### config.mk
export PLATFORM = sky130hd
export DESIGN_NAME = flash_status_error_flags
export DESIGN_NICKNAME = d
export VERILOG_FILES = /design/src/common/flash_status_pkg.sv /design/src/flash_status_error_flags.sv
export SDC_FILE = /design/constraint.sdc
export NUM_CORES = 1
export LEC_CHECK = 0
export BUFFER_PORTS_ARGS = -buffer_cell sky130_fd_sc_hd__buf_2
export CORE_MARGIN = 5
export CORE_UTILIZATION = 34
export CTS_CLUSTER_DIAMETER = 80
export DETAILED_ROUTE_END_ITERATION = 10
export GPL_TIMING_DRIVEN = 0
export MAX_ROUTING_LAYER = met4
export PLACE_DENSITY = 0.85
export SYNTH_ARGS = -nofsm -noshare
export SYNTH_HDL_FRONTEND = slang
export SYNTH_SLANG_ARGS = --single-unit
### constraint.sdc
create_clock -name core_clk -period 1.4 [get_ports core_clk]
set_input_delay 0.21 -clock core_clk [delete_from_list [all_inputs] [get_ports core_clk]]
set_output_delay 0.21 -clock core_clk [all_outputs]
set_load 0.005 [all_outputs]
### src/common/flash_status_pkg.sv
// package for the flash status and fault flag block
package flash_status_pkg;
    localparam int          ADDR_W          = 4;
    localparam int          DATA_W          = 32;
    // word indices, each register one aligned word on the bus
    localparam logic [ADDR_W-1:0] CMD_STATUS_IDX   = 4'h6;
    localparam logic [ADDR_W-1:0] FAULT_STATUS_IDX = 4'h7;
    // command status bit positions
    localparam int          CCF_BIT         = 7;
    localparam int          AERR_BIT        = 5;
    localparam int          PVIOL_BIT       = 4;
    localparam int          BUSY_BIT        = 3;
    localparam int          CSTAT_LO        = 0;
    // fault status bit positions
    localparam int          DFAULT_BIT      = 1;
    localparam int          SFAULT_BIT      = 0;
    localparam logic [7:0]  ZERO_BYTE       = 8'h00;
    localparam logic [1:0]  CSTAT_CLEAR     = 2'h0;

    typedef enum logic [1:0] {
        ST_IDLE = 2'b00,
        ST_BUSY = 2'b01
    } ctl_state_t;

    // events reported by the command sequencer and the array read path
    typedef struct packed {
        logic       seq_violation;
        logic       illegal_cmd;
        logic       prot_violation;
        logic       cmd_done;
        logic       cmd_error;
        logic [1:0] cmd_error_code;
        logic       reset_seq_error;
        logic [1:0] reset_seq_code;
        logic       read_double;
        logic       read_single;
        logic       read_busy_block;
    } flash_events_t;

    typedef struct packed {
        logic       command_complete_irq_enable;
        logic       ignore_single_fault;
        logic       double_fault_irq_enable;
        logic       single_fault_irq_enable;
    } flash_config_t;

    typedef struct packed {
        ctl_state_t state;
        logic       command_complete_flag;
        logic       access_error_flag;
        logic       protection_violation_flag;
        logic [1:0] completion_status;
        logic       double_fault_flag;
        logic       single_fault_flag;
        logic       waitreq;
        logic [DATA_W-1:0] rdata;
    } flash_state_t;
endpackage

### src/flash_status_error_flags.sv
// flash command status and fault status flag logic with avalon slave
//
// Chosen here: the Avalon-MM interface to the registers.
`timescale 1ns/10ps
`default_nettype none
module flash_status_error_flags
    import flash_status_pkg::*;
#(
    parameter int ADDRESS_W = flash_status_pkg::ADDR_W
) (
    input  wire logic                          core_clk,
    input  wire logic                          rst,
    input  wire logic [ADDRESS_W-1:0]          avs_address,
    input  wire logic                          avs_read,
    input  wire logic                          avs_write,
    input  wire logic [DATA_W-1:0]             avs_writedata,
    input  wire logic [3:0]                    avs_byteenable,
    output logic [DATA_W-1:0]                  avs_readdata,
    output logic                               avs_waitrequest,
    input  wire flash_status_pkg::flash_events_t events,
    input  wire flash_status_pkg::flash_config_t cfg,
    output logic                               cmd_launch,
    output logic                               seq_start_allowed,
    output logic                               cmd_complete_irq,
    output logic                               double_fault_irq,
    output logic                               single_fault_irq
);
    import flash_status_pkg::*;

    initial begin
        if (ADDRESS_W < ADDR_W) begin
            $error("address width too small for register map");
        end
    end

    flash_state_t state_reg;
    flash_state_t state_next;

    logic         wr_cmd;
    logic         wr_fault;
    logic [7:0]   wbyte;

    function automatic logic hit(input logic [ADDRESS_W-1:0] a,
                                 input logic [ADDR_W-1:0] idx);
        hit = (a == ADDRESS_W'(idx));
    endfunction

    function automatic logic [7:0] cmd_byte(input flash_state_t s);
        logic [7:0] b;
        b = ZERO_BYTE;
        b[CCF_BIT]   = s.command_complete_flag;
        b[AERR_BIT]  = s.access_error_flag;
        b[PVIOL_BIT] = s.protection_violation_flag;
        b[BUSY_BIT]  = (s.state == ST_BUSY);
        b[CSTAT_LO +: 2] = s.completion_status;
        cmd_byte = b;
    endfunction

    // one wait state: the access completes on the second cycle
    assign avs_waitrequest = (avs_read | avs_write) & ~state_reg.waitreq;
    assign avs_readdata    = state_reg.rdata;

    assign wbyte    = avs_writedata[7:0];
    assign wr_cmd   = avs_write & ~avs_waitrequest & avs_byteenable[0]
                      & hit(avs_address, CMD_STATUS_IDX);
    assign wr_fault = avs_write & ~avs_waitrequest & avs_byteenable[0]
                      & hit(avs_address, FAULT_STATUS_IDX);

    // a launch needs both error flags clear; otherwise the CCF bit of the write is ignored
    assign cmd_launch = wr_cmd & wbyte[CCF_BIT]
                        & state_reg.command_complete_flag
                        & ~state_reg.access_error_flag
                        & ~state_reg.protection_violation_flag;
    assign seq_start_allowed = ~state_reg.protection_violation_flag;

    assign cmd_complete_irq = state_reg.command_complete_flag
                              & cfg.command_complete_irq_enable;
    assign double_fault_irq = state_reg.double_fault_flag
                              & cfg.double_fault_irq_enable;
    assign single_fault_irq = state_reg.single_fault_flag
                              & cfg.single_fault_irq_enable
                              & ~cfg.ignore_single_fault;

    always_comb begin
        logic ended;
        logic aerr_set;
        logic sfault_set;
        ended = 1'b0;
        aerr_set = 1'b0;
        sfault_set = 1'b0;
        state_next = state_reg;
        state_next.waitreq = (avs_read | avs_write) & ~state_reg.waitreq;

        unique case (state_reg.state)
            ST_IDLE: begin
                if (cmd_launch) begin
                    state_next.state = ST_BUSY;
                    state_next.command_complete_flag = 1'b0;
                    state_next.completion_status = CSTAT_CLEAR;
                end
            end
            ST_BUSY: begin
                ended = events.cmd_done | events.seq_violation
                        | events.illegal_cmd | events.prot_violation;
                if (ended) begin
                    state_next.state = ST_IDLE;
                    state_next.command_complete_flag = 1'b1;
                end
                if (events.cmd_error) begin
                    state_next.completion_status =
                        state_reg.completion_status
                        | events.cmd_error_code;
                end
            end
            default: begin
                state_next.state = ST_IDLE;
            end
        endcase

        // a double fault in the reset sequence raises status after reset
        if (events.reset_seq_error) begin
            state_next.completion_status =
                state_next.completion_status
                | events.reset_seq_code;
        end

        // clears first, so a same-cycle event wins
        if (wr_cmd && wbyte[AERR_BIT]) begin
            state_next.access_error_flag = 1'b0;
        end
        if (wr_cmd && wbyte[PVIOL_BIT]) begin
            state_next.protection_violation_flag = 1'b0;
        end
        if (wr_fault && wbyte[DFAULT_BIT]) begin
            state_next.double_fault_flag = 1'b0;
        end
        if (wr_fault && wbyte[SFAULT_BIT]) begin
            state_next.single_fault_flag = 1'b0;
        end

        aerr_set = events.seq_violation | events.illegal_cmd;
        if (aerr_set) begin
            state_next.access_error_flag = 1'b1;
        end
        if (events.prot_violation) begin
            state_next.protection_violation_flag = 1'b1;
        end
        if (events.read_double || events.read_busy_block) begin
            state_next.double_fault_flag = 1'b1;
        end
        sfault_set = (events.read_single | events.read_busy_block)
                     & ~cfg.ignore_single_fault;
        if (sfault_set) begin
            state_next.single_fault_flag = 1'b1;
        end

        // captured in the wait cycle so data stands at the accepting edge
        state_next.rdata = '0;
        if (avs_read && avs_waitrequest) begin
            if (hit(avs_address, CMD_STATUS_IDX)) begin
                state_next.rdata = {24'h000000, cmd_byte(state_reg)};
            end else if (hit(avs_address, FAULT_STATUS_IDX)) begin
                state_next.rdata[DFAULT_BIT] = state_reg.double_fault_flag;
                state_next.rdata[SFAULT_BIT] = state_reg.single_fault_flag;
            end
        end
    end

    always_ff @(posedge core_clk) begin
        if (rst) begin
            state_reg <= '{state: ST_IDLE, command_complete_flag: 1'b1,
                           default: '0};
        end else begin
            state_reg <= state_next;
        end
    end

    property p_launch_clears;
        @(posedge core_clk) disable iff (rst)
        cmd_launch |=> !state_reg.command_complete_flag
                       && state_reg.state == ST_BUSY;
    endproperty
    a_launch_clears: assert property (p_launch_clears)
        else $error("launch did not clear complete flag");

    property p_complete_on_done;
        @(posedge core_clk) disable iff (rst)
        (state_reg.state == ST_BUSY && events.cmd_done)
            |=> state_reg.command_complete_flag;
    endproperty
    a_complete_on_done: assert property (p_complete_on_done)
        else $error("complete flag not set after command end");

    property p_aerr_set;
        @(posedge core_clk) disable iff (rst)
        (events.seq_violation || events.illegal_cmd)
            |=> state_reg.access_error_flag;
    endproperty
    a_aerr_set: assert property (p_aerr_set)
        else $error("access error flag not set");

    property p_no_launch_on_err;
        @(posedge core_clk) disable iff (rst)
        (state_reg.access_error_flag || state_reg.protection_violation_flag)
            |-> !cmd_launch;
    endproperty
    a_no_launch_on_err: assert property (p_no_launch_on_err)
        else $error("launch while error flag set");

    property p_aerr_sticky;
        @(posedge core_clk) disable iff (rst)
        (state_reg.access_error_flag && !(wr_cmd && wbyte[AERR_BIT]))
            |=> state_reg.access_error_flag;
    endproperty
    a_aerr_sticky: assert property (p_aerr_sticky)
        else $error("access error flag lost without clear");

    property p_pviol_sticky;
        @(posedge core_clk) disable iff (rst)
        (state_reg.protection_violation_flag
            && !(wr_cmd && wbyte[PVIOL_BIT]))
            |=> state_reg.protection_violation_flag;
    endproperty
    a_pviol_sticky: assert property (p_pviol_sticky)
        else $error("protection flag lost without clear");

    property p_busy_matches;
        @(posedge core_clk) disable iff (rst)
        (state_reg.state == ST_BUSY) == !state_reg.command_complete_flag;
    endproperty
    a_busy_matches: assert property (p_busy_matches)
        else $error("busy and complete flag disagree");

    property p_dfault_set;
        @(posedge core_clk) disable iff (rst)
        (events.read_double || events.read_busy_block)
            |=> state_reg.double_fault_flag;
    endproperty
    a_dfault_set: assert property (p_dfault_set)
        else $error("double fault flag not set");

    property p_sfault_ignored;
        @(posedge core_clk) disable iff (rst)
        (cfg.ignore_single_fault && !state_reg.single_fault_flag)
            |=> !state_reg.single_fault_flag || !$past(cfg.ignore_single_fault);
    endproperty
    a_sfault_ignored: assert property (p_sfault_ignored)
        else $error("single fault reported while ignored");

    property p_dfault_sticky;
        @(posedge core_clk) disable iff (rst)
        (state_reg.double_fault_flag && !(wr_fault && wbyte[DFAULT_BIT]))
            |=> state_reg.double_fault_flag;
    endproperty
    a_dfault_sticky: assert property (p_dfault_sticky)
        else $error("double fault flag lost without clear");

    property p_pviol_set;
        @(posedge core_clk) disable iff (rst)
        events.prot_violation |=> state_reg.protection_violation_flag;
    endproperty
    a_pviol_set: assert property (p_pviol_set)
        else $error("protection flag not set");

    property p_aerr_clear;
        @(posedge core_clk) disable iff (rst)
        (wr_cmd && wbyte[AERR_BIT]
            && !(events.seq_violation || events.illegal_cmd))
            |=> !state_reg.access_error_flag;
    endproperty
    a_aerr_clear: assert property (p_aerr_clear)
        else $error("access error flag not cleared");

    property p_pviol_clear;
        @(posedge core_clk) disable iff (rst)
        (wr_cmd && wbyte[PVIOL_BIT] && !events.prot_violation)
            |=> !state_reg.protection_violation_flag;
    endproperty
    a_pviol_clear: assert property (p_pviol_clear)
        else $error("protection flag not cleared");

    property p_dfault_clear;
        @(posedge core_clk) disable iff (rst)
        (wr_fault && wbyte[DFAULT_BIT]
            && !(events.read_double || events.read_busy_block))
            |=> !state_reg.double_fault_flag;
    endproperty
    a_dfault_clear: assert property (p_dfault_clear)
        else $error("double fault flag not cleared");

    property p_sfault_clear;
        @(posedge core_clk) disable iff (rst)
        (wr_fault && wbyte[SFAULT_BIT]
            && !(events.read_single || events.read_busy_block))
            |=> !state_reg.single_fault_flag;
    endproperty
    a_sfault_clear: assert property (p_sfault_clear)
        else $error("single fault flag not cleared");

    property p_sfault_set;
        @(posedge core_clk) disable iff (rst)
        ((events.read_single || events.read_busy_block)
            && !cfg.ignore_single_fault)
            |=> state_reg.single_fault_flag;
    endproperty
    a_sfault_set: assert property (p_sfault_set)
        else $error("single fault flag not set");

    property p_sfault_sticky;
        @(posedge core_clk) disable iff (rst)
        (state_reg.single_fault_flag && !(wr_fault && wbyte[SFAULT_BIT]))
            |=> state_reg.single_fault_flag;
    endproperty
    a_sfault_sticky: assert property (p_sfault_sticky)
        else $error("single fault flag lost without clear");

    property p_complete_held;
        @(posedge core_clk) disable iff (rst)
        (!state_reg.command_complete_flag
            && !(events.cmd_done || events.seq_violation
                 || events.illegal_cmd || events.prot_violation))
            |=> !state_reg.command_complete_flag;
    endproperty
    a_complete_held: assert property (p_complete_held)
        else $error("complete flag rose before command end");

    property p_cstat_launch;
        @(posedge core_clk) disable iff (rst)
        (cmd_launch && !events.reset_seq_error)
            |=> state_reg.completion_status == CSTAT_CLEAR;
    endproperty
    a_cstat_launch: assert property (p_cstat_launch)
        else $error("completion status not cleared at launch");

    property p_busy_readback;
        @(posedge core_clk) disable iff (rst)
        (avs_read && !avs_waitrequest && hit(avs_address, CMD_STATUS_IDX))
            |-> avs_readdata[BUSY_BIT] != avs_readdata[CCF_BIT];
    endproperty
    a_busy_readback: assert property (p_busy_readback)
        else $error("busy bit read back equal to complete flag");

    property p_unmapped_zero;
        @(posedge core_clk) disable iff (rst)
        (avs_read && !avs_waitrequest
            && !hit(avs_address, CMD_STATUS_IDX)
            && !hit(avs_address, FAULT_STATUS_IDX))
            |-> avs_readdata == '0;
    endproperty
    a_unmapped_zero: assert property (p_unmapped_zero)
        else $error("unmapped read returned nonzero data");

    property p_one_wait;
        @(posedge core_clk) disable iff (rst)
        ((avs_read || avs_write) && avs_waitrequest) |=> !avs_waitrequest;
    endproperty
    a_one_wait: assert property (p_one_wait)
        else $error("more than one wait state");
endmodule
`default_nettype wire

==> summary.md <==
| Metric | Value |
|---|---|
| Status | `finished, final reports clean` |
| Top cell type's share of synthesized area | `about a third` |
| Hold depth | `2` |
| Synth Area in Compound Gates | `10.83%` |
| Pins over their slew limit | `0` |
| Clk sinks | `15` |
| Gr ovfl total | `0` |
| DR iter-0 viols | `12` |
| Period utilisation layout | `95.22%` |
| Min-Delay Path Class | `input pin to flop` |
| Drt drc | `0` |
| Largest cells by area after synthesis | `dfxtp_1 32%, buf_4 26%, nor2_1 3.7%` |
| R2r startpoint | `state_reg[32]` |
| Cells after Synth | `101` |
| Crit path launch type | `flop` |
| RSZ-0062 raised after global routing | `false` |
| Port Buffers | `between 40 and 50` |
| Die height | `62.15 um` |
| Max reg flops | `9` |
| VDD IR max | `0.4177 mV` |
| Min Clock Period, post-route | `between 1 and 1.5 ns` |
| Initial Util | `~34%` |
| Largest family of logic cells by synthesized area | `buffers and inverters` |
| Mux cell area share after synthesis | `2.165%` |
| Hold WS | `0.1128 ns` |
| EDFF count, synth | `0` |
| Worst-case reg-to-reg path depth | `3` |
| Num ports | `99` |
| Int Pwr | `0.0006661 W` |
| Vias in the first global route | `742` |
| Worst-Skew Late Latency | `about 0.28 ns` |
| Combinational group share of total power | `22.4%` |
| DIE WIDTH | `62.15 um` |
| Diode count | `0` |
| Root Buffer | `clkbuf_4` |
| Synth async-reset ratio | `0%` |
| Setup-failing EPs final | `0` |
| Seq cells post-synth | `15` |
| PD cells | `approximately 680 nW/um^2` |
| WP data arrival | `between 1 and 1.5 ns` |
| GRT Total Usage | `10.39%` |
| Switching pwr | `0.0002253 W` |
| YS warnings | `0` |
| Initial antenna violation count | `0` |
| Crit-path max FO | `3` |
| Synth Flop Type | `dfxtp_1` |
| Die area | `3863 sq um` |
| Commonest cells after routing, fill and taps aside | `41 x buf_2, 32 x buf_4, 26 x conb_1` |
| CTS tree | `yes` |
| DRT Pass-1 Iters | `3` |
| FP Rows | `19` |
| Net Sw Frac | `25.28%` |
| Antenna-violating nets left | `0` |
| Simple-Gate Fraction of Synth Area | `24.49%` |
| Final TNS setup | `0 ns` |
| Commonest non-fill, non-tap cell in the layout | `buf_2` |
| R2R Path End | `state_reg[35]` |
| Routability congestion estimate | `0.7987` |
| Total number of H-tree levels | `1` |
| Wire per inst | `9.614 um` |
| Unique masters post-synth | `28` |
| Netlist Area Pre-Place | `924.6 sq um` |
| Area Overhead vs Synth | `42.35%` |
| Post-Route WL | `1942 um` |
| Crit end category | `primary output` |
| Mean Syn Cell Area | `9.155 sq um` |
| Total CTS buffers | `3` |
| # nets final | `233` |
| WP data required | `1.19 ns` |
| Clock share of power | `26.6%` |
| Setup CP Type | `flop to primary output` |
| Largest area contributor in the netlist | `dfxtp_1` |
| Post-Route Skew | `0.007226 ns` |
| Hold EP | `avs_readdata[4]` |
| Max frequency | `about 750 MHz` |
| Clock buffer depth | `2` |
| Hold_sp | `avs_address[0]` |
| Hold Buf Count CTS | `0` |
| Area of the core | `2686 sq um` |
| Via count | `779` |
| Vias/cell | `3.856` |
| Max Cap Viol | `0` |
| Pin count of the biggest net entering global routing | `11` |
| Seq pwr share | `51.0%` |
| Adder-cell share of the synthesized area | `0%` |
| Sequential fraction of the synthesis area | `32.48%` |
| Clock-pin slew on the worst setup and hold paths | `~0.09 ns` |
| Reg2Reg Setup Slack | `0.31 ns` |
| Share of layout cells above drive strength 1 | `roughly 50%` |
| Leak Pwr | `0.7350 nW` |
| First-pass GRT wire length | `3208 um` |
| Synth Area in XOR/XNOR | `0%` |
| Final hold violation count | `0` |
## cells in the mapped netlist, types with 2 or more instances
cell type and number:
buf_4 32, nor3_1 4, mux2i_1 2, a31oi_1 2, a21oi_1 3, o21bai_1 2, nand3b_1 2, and2_1 4
nor2_1 9, dfxtp_1 15, a311oi_1 2, inv_1 5, o31ai_1 4
## layout make-up
class	instances	area (sq um)
clock inverters	1	5.005
multi-input cells	72	465.4
fillers	266	1370
flip-flops and latches	15	305.3
plain buffers	34	255.2
clock buffers	3	22.52
repair buffers	41	205.2
well taps	31	38.79
inverters	5	18.77
## power groups by stage
stage | Sequential, W | Clock [W] | Combinational (W)
6_report | 0.000455 | 0.000237 | 0.000200
5_1_grt | 0.000458 | 0.000271 | 0.000225
4_1_cts | 0.000456 | 0.000246 | 0.000196
3_5_place_dp | 0.000465 | 0 | 0.000191
3_3_place_gp | 0.000465 | 0 | 0.000188
2_1_floorplan | 0.000461 | 0 | 0.000127
## layer usage
layer,vias to the layer above,track usage [%],share of wire (%)
met5,-,-,0
met4,0,1.626,0.46
met3,2,5.766,10
met2,32,16.71,50
met1,319,11.39,39
li1,426,-,-
## worst max-delay path by stage
stage / startpoint / to / slack, ns / cells after the start
final: state_reg[38] / cmd_launch / 0.07 / 3
after global routing: state_reg[38] / cmd_launch / 0.02 / 3
after CTS: state_reg[32] / cmd_launch / 0.03 / 3
after detailed placement: events[10] / state_reg[39] / 0.16 / 4
after global placement: events[10] / state_reg[39] / 0.17 / 4
after floorplan: events[10] / state_reg[39] / 0.33 / 3
## worst max-delay path, cell delays in order, from the launching register on
cell	delay, ns
dfxtp_1	0.33
nand4bb_4	0.25
nor3_2	0.13
buf_2	0.14
## cells by family after synthesis
logic type             Yosys count
muxes                            2
DFF                             15
other                            1
buffers and inverters           39
AOI/OAI and AO/OA               14
and+or+nand+nor                 30
## through the flow
step / cells / util [%] / worst slack [ns] / total power (W) / instance area (sq um)
global route: 202 / 49.00 / 0.01543 / 0.0009533 / 1316
global placement: 198 / 47.00 / 0.1679 / 0.0006529 / 1262
CTS: 202 / 48.67 / 0.02846 / 0.0008980 / 1308
finish: 202 / 49.00 / 0.06693 / 0.0008915 / 1316
floorplan: 126 / - / 0.3288 / 0.0005879 / 1018
detailed placement: 198 / 47.00 / 0.1649 / 0.0006566 / 1262
## what timing repair did
item,CTS,global route
resized for setup,2,3
pin swaps,0,0
setup buffers,0,0
setup endpoints to repair,1,1
(Power assumes the default switching activity.)
